$ cat src/logic/lcdpb_pkg.sv
// constants, types and helpers for the display pin and bias configuration block
// Functional notes
// pump runs only if enabled, supply internal, and voltage or reference field nonzero
// reference field: 00 internal, 01 external, 10 internal to pin, 11 external
// external bias or bias-to-pins forces the internal reference
// bias bit picks 1/3 or 1/2 bias; ignored in static and five-mux or more
// enable bit 0 gives pin to port, 1 to display; dedicated pins stay display
// software should change these settings only while the display is off
// fourth enable register holds lines 48 to 53 in bits 5:0, rest read zero; the code stores them only for 384 segments with shared commons
// 192 segments: line 31 reserved if commons shared, else lines 24 to 31
// 256 segments: lines 39 to 47 reserved if commons shared, else third register absent
// 320 segments: line 47 reserved if commons shared, else lines 40 to 47
// three full enable registers map lines 0-15, 16-31, 32-47, bit is line mod 16
// external bias takes intermediate levels from outside and stops the bias generator
// internal bias with bias-to-pins set drives intermediate levels onto their pins
// reserved or absent enable bits read zero and ignore writes
package lcdpb_pkg;
  localparam int ADDR_W = 12;
  localparam logic [11:0] OFF_VCTL = 12'h000;
  localparam logic [11:0] OFF_SEL0 = 12'h004;
  localparam logic [11:0] OFF_SEL1 = 12'h008;
  localparam logic [11:0] OFF_SEL2 = 12'h00c;
  localparam logic [11:0] OFF_SEL3 = 12'h010;
  localparam int NUM_SEL = 4;
  localparam int SEG_LINES = 54;

  localparam int POS_BIAS_HALF = 0;
  localparam int POS_REF_LSB = 1;
  localparam int POS_PUMP_EN = 3;
  localparam int POS_VLCD_EXT = 4;
  localparam int POS_EXT_BIAS = 5;
  localparam int POS_V5_PIN = 6;
  localparam int POS_BIAS_PINS = 7;
  localparam int POS_VSEL_LSB = 9;

  localparam logic [15:0] VCTL_RW_MASK = 16'h1eff;
  localparam logic [15:0] VCTL_RESET = 16'h0000;
  localparam logic [15:0] SEL_RESET = 16'h0000;
  localparam logic [15:0] SEL3_MASK = 16'h003f;

  localparam logic [1:0] REF_INT = 2'h0;
  localparam logic [1:0] REF_EXT = 2'h1;
  localparam logic [1:0] REF_INT_PIN = 2'h2;
  localparam logic [1:0] REF_RSVD = 2'h3;

  localparam logic [3:0] MUX_STATIC = 4'h1;
  localparam logic [3:0] MUX_MAX_HALF = 4'h4;

  typedef struct packed {
    logic [3:0] vsel;
    logic bias_pins;
    logic v5_pin_sel;
    logic ext_bias;
    logic vlcd_ext;
    logic pump_en;
    logic [1:0] ref_sel;
    logic bias_half;
  } lcdpb_vctl_s;

  typedef struct packed {
    logic pump_on;
    logic ref_int;
    logic ref_ext;
    logic ref_to_pin;
    logic half_bias;
    logic int_bias_on;
    logic bias_to_pins;
    logic v5_from_pin;
  } lcdpb_bias_s;

  function automatic lcdpb_vctl_s vctl_unpack(input logic [15:0] r);
    lcdpb_vctl_s v;
    v.vsel = r[POS_VSEL_LSB+:4];
    v.bias_pins = r[POS_BIAS_PINS];
    v.v5_pin_sel = r[POS_V5_PIN];
    v.ext_bias = r[POS_EXT_BIAS];
    v.vlcd_ext = r[POS_VLCD_EXT];
    v.pump_en = r[POS_PUMP_EN];
    v.ref_sel = r[POS_REF_LSB+:2];
    v.bias_half = r[POS_BIAS_HALF];
    return v;
  endfunction

  // writable bits of enable register idx for a device variant
  function automatic logic [15:0] seg_mask(input int idx, input int seg_max,
                                           input logic com_shared);
    logic [15:0] m;
    m = 16'hffff;
    if (idx == 3) begin
      m = (seg_max == 384 && com_shared) ? SEL3_MASK : 16'h0000;
    end else if (seg_max == 192) begin
      if (idx == 1) begin
        m = com_shared ? 16'h7fff : 16'h00ff;
      end else if (idx == 2) begin
        m = 16'h0000;
      end
    end else if (seg_max == 256 && idx == 2) begin
      m = com_shared ? 16'h007f : 16'h0000;
    end else if (seg_max == 320 && idx == 2) begin
      m = com_shared ? 16'h7fff : 16'h00ff;
    end
    return m;
  endfunction
endpackage

$ cat src/logic/lcdpb_top.sv
// apb register file of the display pin and bias configuration block
//
// Implementation choices: the APB slave port and the register addresses.
`timescale 1ns/1ps
module lcdpb_top #(
  parameter int SEG_MAX = 384,
  parameter logic COM_SHARED = 1'b1,
  parameter logic [53:0] DEDICATED = 54'h0
) (
  input wire logic ref_clk,
  input wire logic resetn,
  input wire logic psel,
  input wire logic penable,
  input wire logic pwrite,
  input wire logic [11:0] paddr,
  input wire logic [31:0] pwdata,
  output logic [31:0] prdata,
  output logic pready,
  output logic pslverr,
  input wire logic [3:0] mux_ratio,
  output lcdpb_pkg::lcdpb_bias_s bias,
  output logic [53:0] seg_lcd_func
);
  logic [15:0] vctl_reg;
  logic [15:0] sel_reg [lcdpb_pkg::NUM_SEL];
  logic [63:0] sel_flat;
  logic [31:0] rdata_next;
  logic hit_vctl;
  logic [3:0] hit_sel;
  logic mapped;
  logic setup;
  logic access_wr;

  always_comb begin
    hit_vctl = (paddr == lcdpb_pkg::OFF_VCTL);
    hit_sel[0] = (paddr == lcdpb_pkg::OFF_SEL0);
    hit_sel[1] = (paddr == lcdpb_pkg::OFF_SEL1);
    hit_sel[2] = (paddr == lcdpb_pkg::OFF_SEL2);
    hit_sel[3] = (paddr == lcdpb_pkg::OFF_SEL3);
    mapped = hit_vctl || (hit_sel != 4'h0);
    rdata_next = 32'h0;
    if (hit_vctl) begin
      rdata_next = {16'h0, vctl_reg};
    end
    for (int i = 0; i < lcdpb_pkg::NUM_SEL; i++) begin
      if (hit_sel[i]) begin
        rdata_next = {16'h0, sel_reg[i]};
      end
    end
  end

  assign setup = psel && !penable;
  assign access_wr = psel && penable && pwrite;
  // zero wait states: read data is prepared in the setup cycle
  assign pready = psel && penable;

  always_ff @(posedge ref_clk or negedge resetn) begin
    if (!resetn) begin
      prdata <= 32'h0;
      pslverr <= 1'b0;
    end else if (setup) begin
      prdata <= pwrite ? 32'h0 : rdata_next;
      pslverr <= !mapped;
    end
  end

  always_ff @(posedge ref_clk or negedge resetn) begin
    if (!resetn) begin
      vctl_reg <= lcdpb_pkg::VCTL_RESET;
    end else if (access_wr && hit_vctl) begin
      vctl_reg <= pwdata[15:0] & lcdpb_pkg::VCTL_RW_MASK;
    end
  end

  always_ff @(posedge ref_clk or negedge resetn) begin
    if (!resetn) begin
      for (int i = 0; i < lcdpb_pkg::NUM_SEL; i++) begin
        sel_reg[i] <= lcdpb_pkg::SEL_RESET;
      end
    end else if (access_wr) begin
      for (int i = 0; i < lcdpb_pkg::NUM_SEL; i++) begin
        if (hit_sel[i]) begin
          // reserved lines of the variant never store
          sel_reg[i] <= pwdata[15:0] &
                        lcdpb_pkg::seg_mask(i, SEG_MAX, COM_SHARED);
        end
      end
    end
  end

  assign sel_flat = {sel_reg[3], sel_reg[2], sel_reg[1], sel_reg[0]};

  lcdpb_bias u_bias (
    .ref_clk(ref_clk),
    .resetn(resetn),
    .vctl(lcdpb_pkg::vctl_unpack(vctl_reg)),
    .mux_ratio(mux_ratio),
    .bias(bias)
  );

  lcdpb_pinsel #(
    .DEDICATED(DEDICATED)
  ) u_pinsel (
    .ref_clk(ref_clk),
    .resetn(resetn),
    .sel_flat(sel_flat),
    .seg_lcd_func(seg_lcd_func)
  );
endmodule

$ cat src/logic/lcdpb_bias.sv
// pump gating, reference selection and bias decoding
`timescale 1ns/1ps
module lcdpb_bias (
  input wire logic ref_clk,
  input wire logic resetn,
  input lcdpb_pkg::lcdpb_vctl_s vctl,
  input wire logic [3:0] mux_ratio,
  output lcdpb_pkg::lcdpb_bias_s bias
);
  logic [1:0] ref_eff;
  lcdpb_pkg::lcdpb_bias_s bias_next;

  always_comb begin
    // external bias or bias-to-pins makes the reference fall back to internal
    ref_eff = (vctl.ext_bias || vctl.bias_pins) ? lcdpb_pkg::REF_INT : vctl.ref_sel;
    bias_next.pump_on = vctl.pump_en && !vctl.vlcd_ext &&
                        (vctl.vsel != 4'h0 || vctl.ref_sel != lcdpb_pkg::REF_INT);
    bias_next.ref_int = (ref_eff == lcdpb_pkg::REF_INT) ||
                        (ref_eff == lcdpb_pkg::REF_INT_PIN);
    bias_next.ref_ext = (ref_eff == lcdpb_pkg::REF_EXT) ||
                        (ref_eff == lcdpb_pkg::REF_RSVD);
    bias_next.ref_to_pin = (ref_eff == lcdpb_pkg::REF_INT_PIN);
    bias_next.half_bias = vctl.bias_half && (mux_ratio > lcdpb_pkg::MUX_STATIC) &&
                          (mux_ratio <= lcdpb_pkg::MUX_MAX_HALF);
    bias_next.int_bias_on = !vctl.ext_bias;
    bias_next.bias_to_pins = !vctl.ext_bias && vctl.bias_pins;
    bias_next.v5_from_pin = vctl.v5_pin_sel;
  end

  always_ff @(posedge ref_clk or negedge resetn) begin
    if (!resetn) begin
      bias <= '0;
    end else begin
      bias <= bias_next;
    end
  end
endmodule

$ cat src/logic/lcdpb_pinsel.sv
// hands each segment pin to the port or the display function
`timescale 1ns/1ps
module lcdpb_pinsel #(
  parameter logic [53:0] DEDICATED = 54'h0
) (
  input wire logic ref_clk,
  input wire logic resetn,
  input wire logic [63:0] sel_flat,
  output logic [53:0] seg_lcd_func
);
  always_ff @(posedge ref_clk or negedge resetn) begin
    if (!resetn) begin
      seg_lcd_func <= DEDICATED;
    end else begin
      seg_lcd_func <= sel_flat[53:0] | DEDICATED;
    end
  end
endmodule

$ cat config.mk
export PLATFORM = sky130hd
export DESIGN_NAME = lcdpb_top
export DESIGN_NICKNAME = d
export VERILOG_FILES = /design/src/logic/lcdpb_pkg.sv /design/src/logic/lcdpb_top.sv /design/src/logic/lcdpb_bias.sv /design/src/logic/lcdpb_pinsel.sv
export SDC_FILE = /design/constraint.sdc
export NUM_CORES = 1
export LEC_CHECK = 0
export ABC_AREA = 1
export BUFFER_PORTS_ARGS = -buffer_cell sky130_fd_sc_hd__buf_2
export CAP_MARGIN = 30
export CORE_ASPECT_RATIO = 1.2
export CORE_MARGIN = 3
export CORE_UTILIZATION = 47
export DETAILED_ROUTE_END_ITERATION = 10
export GPL_ROUTABILITY_DRIVEN = 0
export PLACE_DENSITY = 0.81
export SLEW_MARGIN = 40
export SYNTH_ARGS = -nofsm -noshare
export SYNTH_HDL_FRONTEND = slang
export SYNTH_SLANG_ARGS = --single-unit
$ cat constraint.sdc
create_clock -name ref_clk -period 0.9 [get_ports ref_clk]
set_clock_uncertainty 0.1 [all_clocks]
set_input_delay 0.045 -clock ref_clk [delete_from_list [all_inputs] [get_ports ref_clk]]
set_output_delay 0.045 -clock ref_clk [all_outputs]
set_load 0.02 [all_outputs]
== Yosys cells after proc, flatten, opt, wreduce, memory -nomap -nowiden ==
Index checks and enable logic that the tools add are counted.

* Output and inout bits: 96
* Register bits: 171
* Input bits: 53
* Logic and storage cells: 62

* Bitwise logic cells: 1
* Reductions and logical operators: 27
* $lt $le $gt $ge: 2
* Multiplexer cells: 9
* Eq/ne operators: 7

{| class="wikitable"
|+ Operator list
! kind !! count
|-
| $mux 16 || 6
|-
| $mux 32 || 1
|-
| $eq 12x4->1 const B || 2
|-
| $and 16x16->16 || 1
|-
| $mux 13 || 1
|-
| $eq 12x3->1 const B || 1
|-
| $eq 12x5->1 const B || 1
|-
| $logic_not 12->1 || 1
|-
| $logic_and 1x1->1 || 9
|-
| $reduce_and 2->1 || 4
|-
| $reduce_bool 4->1 || 2
|-
| $logic_or 1x1->1 || 5
|-
| $eq 2x2->1 const B || 2
|-
| $gt 4x1->1 const B || 1
|-
| $le 4x3->1 const B || 1
|-
| $logic_not 1->1 || 4
|-
| $eq 2x1->1 const B || 1
|-
| $logic_not 2->1 || 1
|-
| $mux 2 || 1
|-
| $reduce_bool 2->1 || 1
|}

== Depth between registers and ports, before layout ==
* Word-level depth: 7
* Mapped depth: 12
* Depth with buffers taken out: 11

== Hierarchy ==
From an unflattened synthesis, not the netlist that was laid out.

* Cells, all modules: 574
* Area total of the unflattened synthesis: 5625.4 um^2

{| class="wikitable"
|+ By module, submodules not included
! module !! instances !! area an instance (um^2) !! cells each
|-
| lcdpb_top || 1 || 3975.1 || 492
|-
| lcdpb_pinsel || 1 || 1351.3 || 54
|-
| lcdpb_bias || 1 || 299.0 || 28
|}

== Least setup slack after synthesis ==
No wires, ideal clock.

* Path type: input port to flip-flop
* Start point: in paddr[2]
* End point: reg sel_reg, in the netlist sel_flat[37]
* Cell stages on the path: 7
* Arrival time: 1.017 ns
* Buffers on the path: 2
* Setup time: 0.120 ns
* Slack: -0.337 ns
* Cell sequence: buf_6 inv_2 nor3_4 nand3_2 buf_4 nand2_1 o21ai_2

* Longest elaborated chain between the ends: 2

{| class="wikitable"
|+ Ends and longest elaborated chain
! element !! RTL line !! RTL
|-
| from (decl) || lcdpb_top.sv:15 || <nowiki>input wire logic [11:0] paddr,</nowiki>
|-
| $eq 12x4->1 || lcdpb_top.sv:38 || <nowiki>hit_sel[2] = (paddr == lcdpb_pkg::OFF_SEL2);</nowiki>
|-
| $reduce_and 2->1 (no source line) || n/a ||
|-
| to (signal, indexed assignment) || lcdpb_top.sv:78 || <nowiki>sel_reg[i] <= lcdpb_pkg::SEL_RESET;</nowiki>
|-
| to (signal, indexed assignment) || lcdpb_top.sv:84 || <nowiki>sel_reg[i] <= pwdata[15:0] &</nowiki>
|-
| to (decl) || lcdpb_top.sv:25 || <nowiki>logic [15:0] sel_reg [lcdpb_pkg::NUM_SEL];</nowiki>
|}

No other way between the ends.
A chain may end at the register's enable or synchronous reset.

== Worst setup path after layout ==
* Start point: reg sel_reg, in the netlist sel_flat[21]
* End point: reg prdata[5]

* Longest elaborated chain between the ends: 4

{| class="wikitable"
|+ Ends and longest elaborated chain
! element !! RTL line !! RTL
|-
| $mux 16 (3 in a row) || lcdpb_top.sv:46 || <nowiki>if (hit_sel[i]) begin</nowiki>
|-
| $mux 32 || lcdpb_top.sv:62 || <nowiki>prdata <= pwrite ? 32'h0 : rdata_next;</nowiki>
|-
| to (signal assigned) || lcdpb_top.sv:62 ||
|-
| to (decl) || lcdpb_top.sv:17 || <nowiki>output logic [31:0] prdata,</nowiki>
|}

No other way between the ends.

==> flow_results.xml <==
<?xml version="1.0" encoding="UTF-8"?>
<metrics>
  <group name="run_status">
    <metric name="run_status" unit="">complete, but fails checks</metric>
    <metric name="violations_in_the_final_reports" unit="">hold timing, setup timing</metric>
  </group>
  <group name="global_routing">
    <metric name="gr-usage-all-layers" unit="%">37.5</metric>
    <metric name="grt_start_max_net_pins" unit="">37</metric>
    <metric name="grt_first_pass_wirelength" unit="um">37200</metric>
    <metric name="global_route.overflow_total" unit="">0</metric>
    <metric name="antenna_found_initial" unit="">0</metric>
    <metric name="first_global_vias" unit="">6339</metric>
  </group>
  <group name="timing">
    <metric name="timing.final.ws_setup" unit="ns">-0.455</metric>
    <metric name="post-route-period-util" unit="%">151</metric>
    <metric name="layout_min_cycle_time" unit="ns">1.36</metric>
    <metric name="hold_viol_final" unit="">20</metric>
    <metric name="fmax" unit="GHz">0.738</metric>
    <metric name="grt_setup_unrepaired" unit="">true</metric>
    <metric name="report.final.slew_viol_count" unit="">0</metric>
    <metric name="setup_violators_final" unit="">168</metric>
    <metric name="holdWs" unit="ns">-0.0408</metric>
  </group>
  <group name="setup_path">
    <metric name="worstSetupPathType" unit="">reg -&gt; reg</metric>
    <metric name="worstReg2RegEnd" unit="">prdata[5]</metric>
    <metric name="crit-reg2reg-launch" unit="">sel_flat[21]</metric>
    <metric name="worst_setup_path_startpoint" unit="">sel_flat[21]</metric>
    <metric name="critical_path.endpoint_type" unit="">flip-flop</metric>
    <metric name="crit_path_max_fanout" unit="">2</metric>
    <metric name="crit_end" unit="">prdata[5]</metric>
    <metric name="worstPathArrival" unit="ns">1.62</metric>
    <metric name="worst-r2r-setup-slack" unit="ns">-0.46</metric>
    <metric name="worst-endpoint-required" unit="ns">1.16</metric>
    <metric name="cp_launch_type" unit="">flip-flop</metric>
    <metric name="reg2reg_depth" unit="">6</metric>
  </group>
  <group name="cts">
    <metric name="cts_max_level" unit="">4</metric>
    <metric name="tritoncts_clock_tree" unit="">built</metric>
    <metric name="hold_buf_cts" unit="">21</metric>
    <metric name="inserted_clock_buffers" unit="">17</metric>
    <metric name="cts.reportedPaths.clkPinSlew" unit="ns">0.07</metric>
    <metric name="cts_root_buf" unit="">sky130_fd_sc_hd__clkbuf_16</metric>
    <metric name="cts_num_sinks" unit="">145</metric>
    <metric name="clock_latency" unit="ns">0.43</metric>
    <metric name="cts_max_path_buffers" unit="">2</metric>
  </group>
  <group name="logic_synthesis">
    <metric name="synthesis.instances" unit="">571</metric>
    <metric name="syn_area_per_cell" unit="um2">9.93</metric>
    <metric name="synth_area" unit="um2">5670</metric>
    <metric name="seq_area_frac_synth" unit="%">64.0</metric>
    <metric name="synth.ff_latch_count" unit="">145</metric>
    <metric name="synth_cell_type_count" unit="">26</metric>
    <metric name="synthesis.yosys.warnings" unit="">0</metric>
  </group>
  <group name="power">
    <metric name="ir_worst_vdd" unit="mV">1.21</metric>
    <metric name="post-layout-total-power" unit="mW">15.6</metric>
    <metric name="power.density_cell_area" unit="nW/um2">1510</metric>
    <metric name="static-leakage-power" unit="nW">5.16</metric>
  </group>
  <group name="floorplanning">
    <metric name="initial_utilization" unit="%">48.6</metric>
    <metric name="dieArea" unit="um2">13400</metric>
    <metric name="io-pin-count" unit="">149</metric>
    <metric name="die_h" unit="um">126</metric>
    <metric name="placeableCoreArea" unit="um2">11700</metric>
    <metric name="fp.dieW" unit="um">106</metric>
    <metric name="row_count" unit="">43</metric>
  </group>
  <group name="cells_and_area">
    <metric name="drive_above_1_share" unit="%">59.2</metric>
    <metric name="layout.area.seq" unit="um2">3640</metric>
    <metric name="layout_commonest_cell" unit="">sky130_fd_sc_hd__dfrtp_1</metric>
    <metric name="antenna-diode-count" unit="">0</metric>
    <metric name="area_growth_syn_to_layout" unit="%">82.2</metric>
    <metric name="post_route_non_filler_standard_cell_count" unit="">1003</metric>
    <metric name="layout.filler_cells" unit="">395</metric>
    <metric name="design.final.nets" unit="">886</metric>
    <metric name="most_frequent_cells_in_the_layout" unit="">sky130_fd_sc_hd__dfrtp_1 (139), sky130_fd_sc_hd__buf_6 (101), sky130_fd_sc_hd__buf_4 (76)</metric>
    <metric name="multiInputGateArea" unit="um2">2810</metric>
  </group>
  <group name="drt">
    <metric name="post_drt_wl_per_cell" unit="um">29.9</metric>
    <metric name="drt-pass1-iter-count" unit="">7</metric>
    <metric name="routed_wirelength" unit="um">30000</metric>
    <metric name="dr_total_vias" unit="">6284</metric>
    <metric name="post-route-drc-count" unit="">0</metric>
    <metric name="viasPerCell" unit="">6.27</metric>
    <metric name="drtAntennaViolNets" unit="">0</metric>
    <metric name="drt_iter0_markers" unit="">801</metric>
  </group>
  <group name="place">
    <metric name="detailed_place_hpwl" unit="um">9980</metric>
    <metric name="numPlacedInstances" unit="">881</metric>
    <metric name="port_buffers" unit="">116</metric>
    <metric name="preCtsSetupSlack" unit="ns">-0.597</metric>
  </group>
  <group name="run">
    <metric name="drv_cap" unit="">0</metric>
  </group>
  <group name="hold_path">
    <metric name="holdCritPathClass" unit="">in -&gt; async</metric>
  </group>
</metrics>
report_power, final:
part	switching, mW	internal, mW
clock network	3.12	4.98
logic	0.610	0.304
registers	0.0127	6.53
total	3.75	11.8
cell type report:
class,instances,share of cell area (%)
Sequential cell,145,35.2
Timing Repair Buffer,263,27.6
Multi-Input combinational cell,363,27.2
Clock buffer,18,4.15
Clock inverter,14,2.20
Tap cell,157,1.90
Inverter,43,1.74
cells in the mapped netlist:
cell type                  number  area share, %
sky130_fd_sc_hd__nand2_1      159             11
sky130_fd_sc_hd__dfrtp_1      145             64
sky130_fd_sc_hd__o21ai_0       48            4.2
sky130_fd_sc_hd__nand3_1       47            4.1
sky130_fd_sc_hd__inv_1         40            2.6
sky130_fd_sc_hd__nor2_1        31            2.1
sky130_fd_sc_hd__buf_4         20            2.6
sky130_fd_sc_hd__o21ai_1       12            1.1
sky130_fd_sc_hd__o21ai_2        9            1.4
sky130_fd_sc_hd__buf_2          8           0.71
sky130_fd_sc_hd__clkbuf_1       8           0.53
sky130_fd_sc_hd__o211ai_1       8            1.1
sky130_fd_sc_hd__nand2_2        6           0.66
sky130_fd_sc_hd__nand4_1        5           0.55
sky130_fd_sc_hd__buf_6          4           0.79
sky130_fd_sc_hd__inv_2          3           0.20
sky130_fd_sc_hd__nand3_2        3           0.53
sky130_fd_sc_hd__nand3b_1       3           0.40
sky130_fd_sc_hd__nor2_2         3           0.33
sky130_fd_sc_hd__nor2_4         3           0.60
sky130_fd_sc_hd__and2_1         1           0.11
sky130_fd_sc_hd__conb_1         1          0.066
sky130_fd_sc_hd__nand2_4        1           0.20
sky130_fd_sc_hd__nor3_4         1           0.29
sky130_fd_sc_hd__nor4_1         1           0.11
sky130_fd_sc_hd__o2111a_1       1           0.20
worst min path at each step:
stage,from,to,slack (ns),cells past startpoint
after global placement,resetn,u_pinsel.seg_lcd_func[38],-0.17,1
after detailed placement,resetn,u_pinsel.seg_lcd_func[38],-0.17,1
after floorplan,resetn,prdata[0],-0.35,0
after CTS,resetn,sel_flat[41],-0.04,2
after global routing,resetn,prdata[11],-0.03,2
final,resetn,prdata[11],-0.04,2
layer usage:
layer	track usage [%]	wire length, um	share of wire (%)	vias to the layer above
li1	-	-	-	2358
met2	62.4	14200	47	634
met4	24.8	2850	9.5	0
met3	9.62	3200	11	256
met5	0	0	0	-
met1	42.6	9760	33	3036
per-stage QoR:
step,setup TNS (ns),utilization (%),cell area (um2)
5_1_grt,-40.34,88.5,10300
2_1_floorplan,-15.65,-,6000
6_report,-37.21,88.5,10300
3_3_place_gp,-35.24,59.8,6980
3_5_place_dp,-39.89,59.8,6980
4_1_cts,-25.37,82.9,9680
critical path, stage by stage, from the launching register on:
cell                       delay, ns
sky130_fd_sc_hd__dfrtp_1        0.37
sky130_fd_sc_hd__inv_1          0.06
sky130_fd_sc_hd__o211ai_1       0.25
sky130_fd_sc_hd__nand2_2        0.16
sky130_fd_sc_hd__nand2_2        0.18
sky130_fd_sc_hd__nand2_2        0.08
sky130_fd_sc_hd__nand2_1        0.08
cell families (layout without fill, tap and decap cells):
kind of cell / after synthesis / count (layout) / synth area share, %
other: 1 / 16 / 0.0661
DFF: 145 / 145 / 64.0
buffers and inverters: 83 / 338 / 7.52
and+or+nand+nor: 264 / 269 / 20.5
AOI/OAI and AO/OA: 78 / 78 / 7.94
what timing repair did:
item / CTS / global route
pin swaps: 38 / 47
gates resized for setup: 323 / 150
buffers inserted: 38 / 17
cloned: 17 / 3
setup endpoints to repair: 162 / 169
hold endpoints to repair: 213 / 4
(Power assumes the default switching activity.)
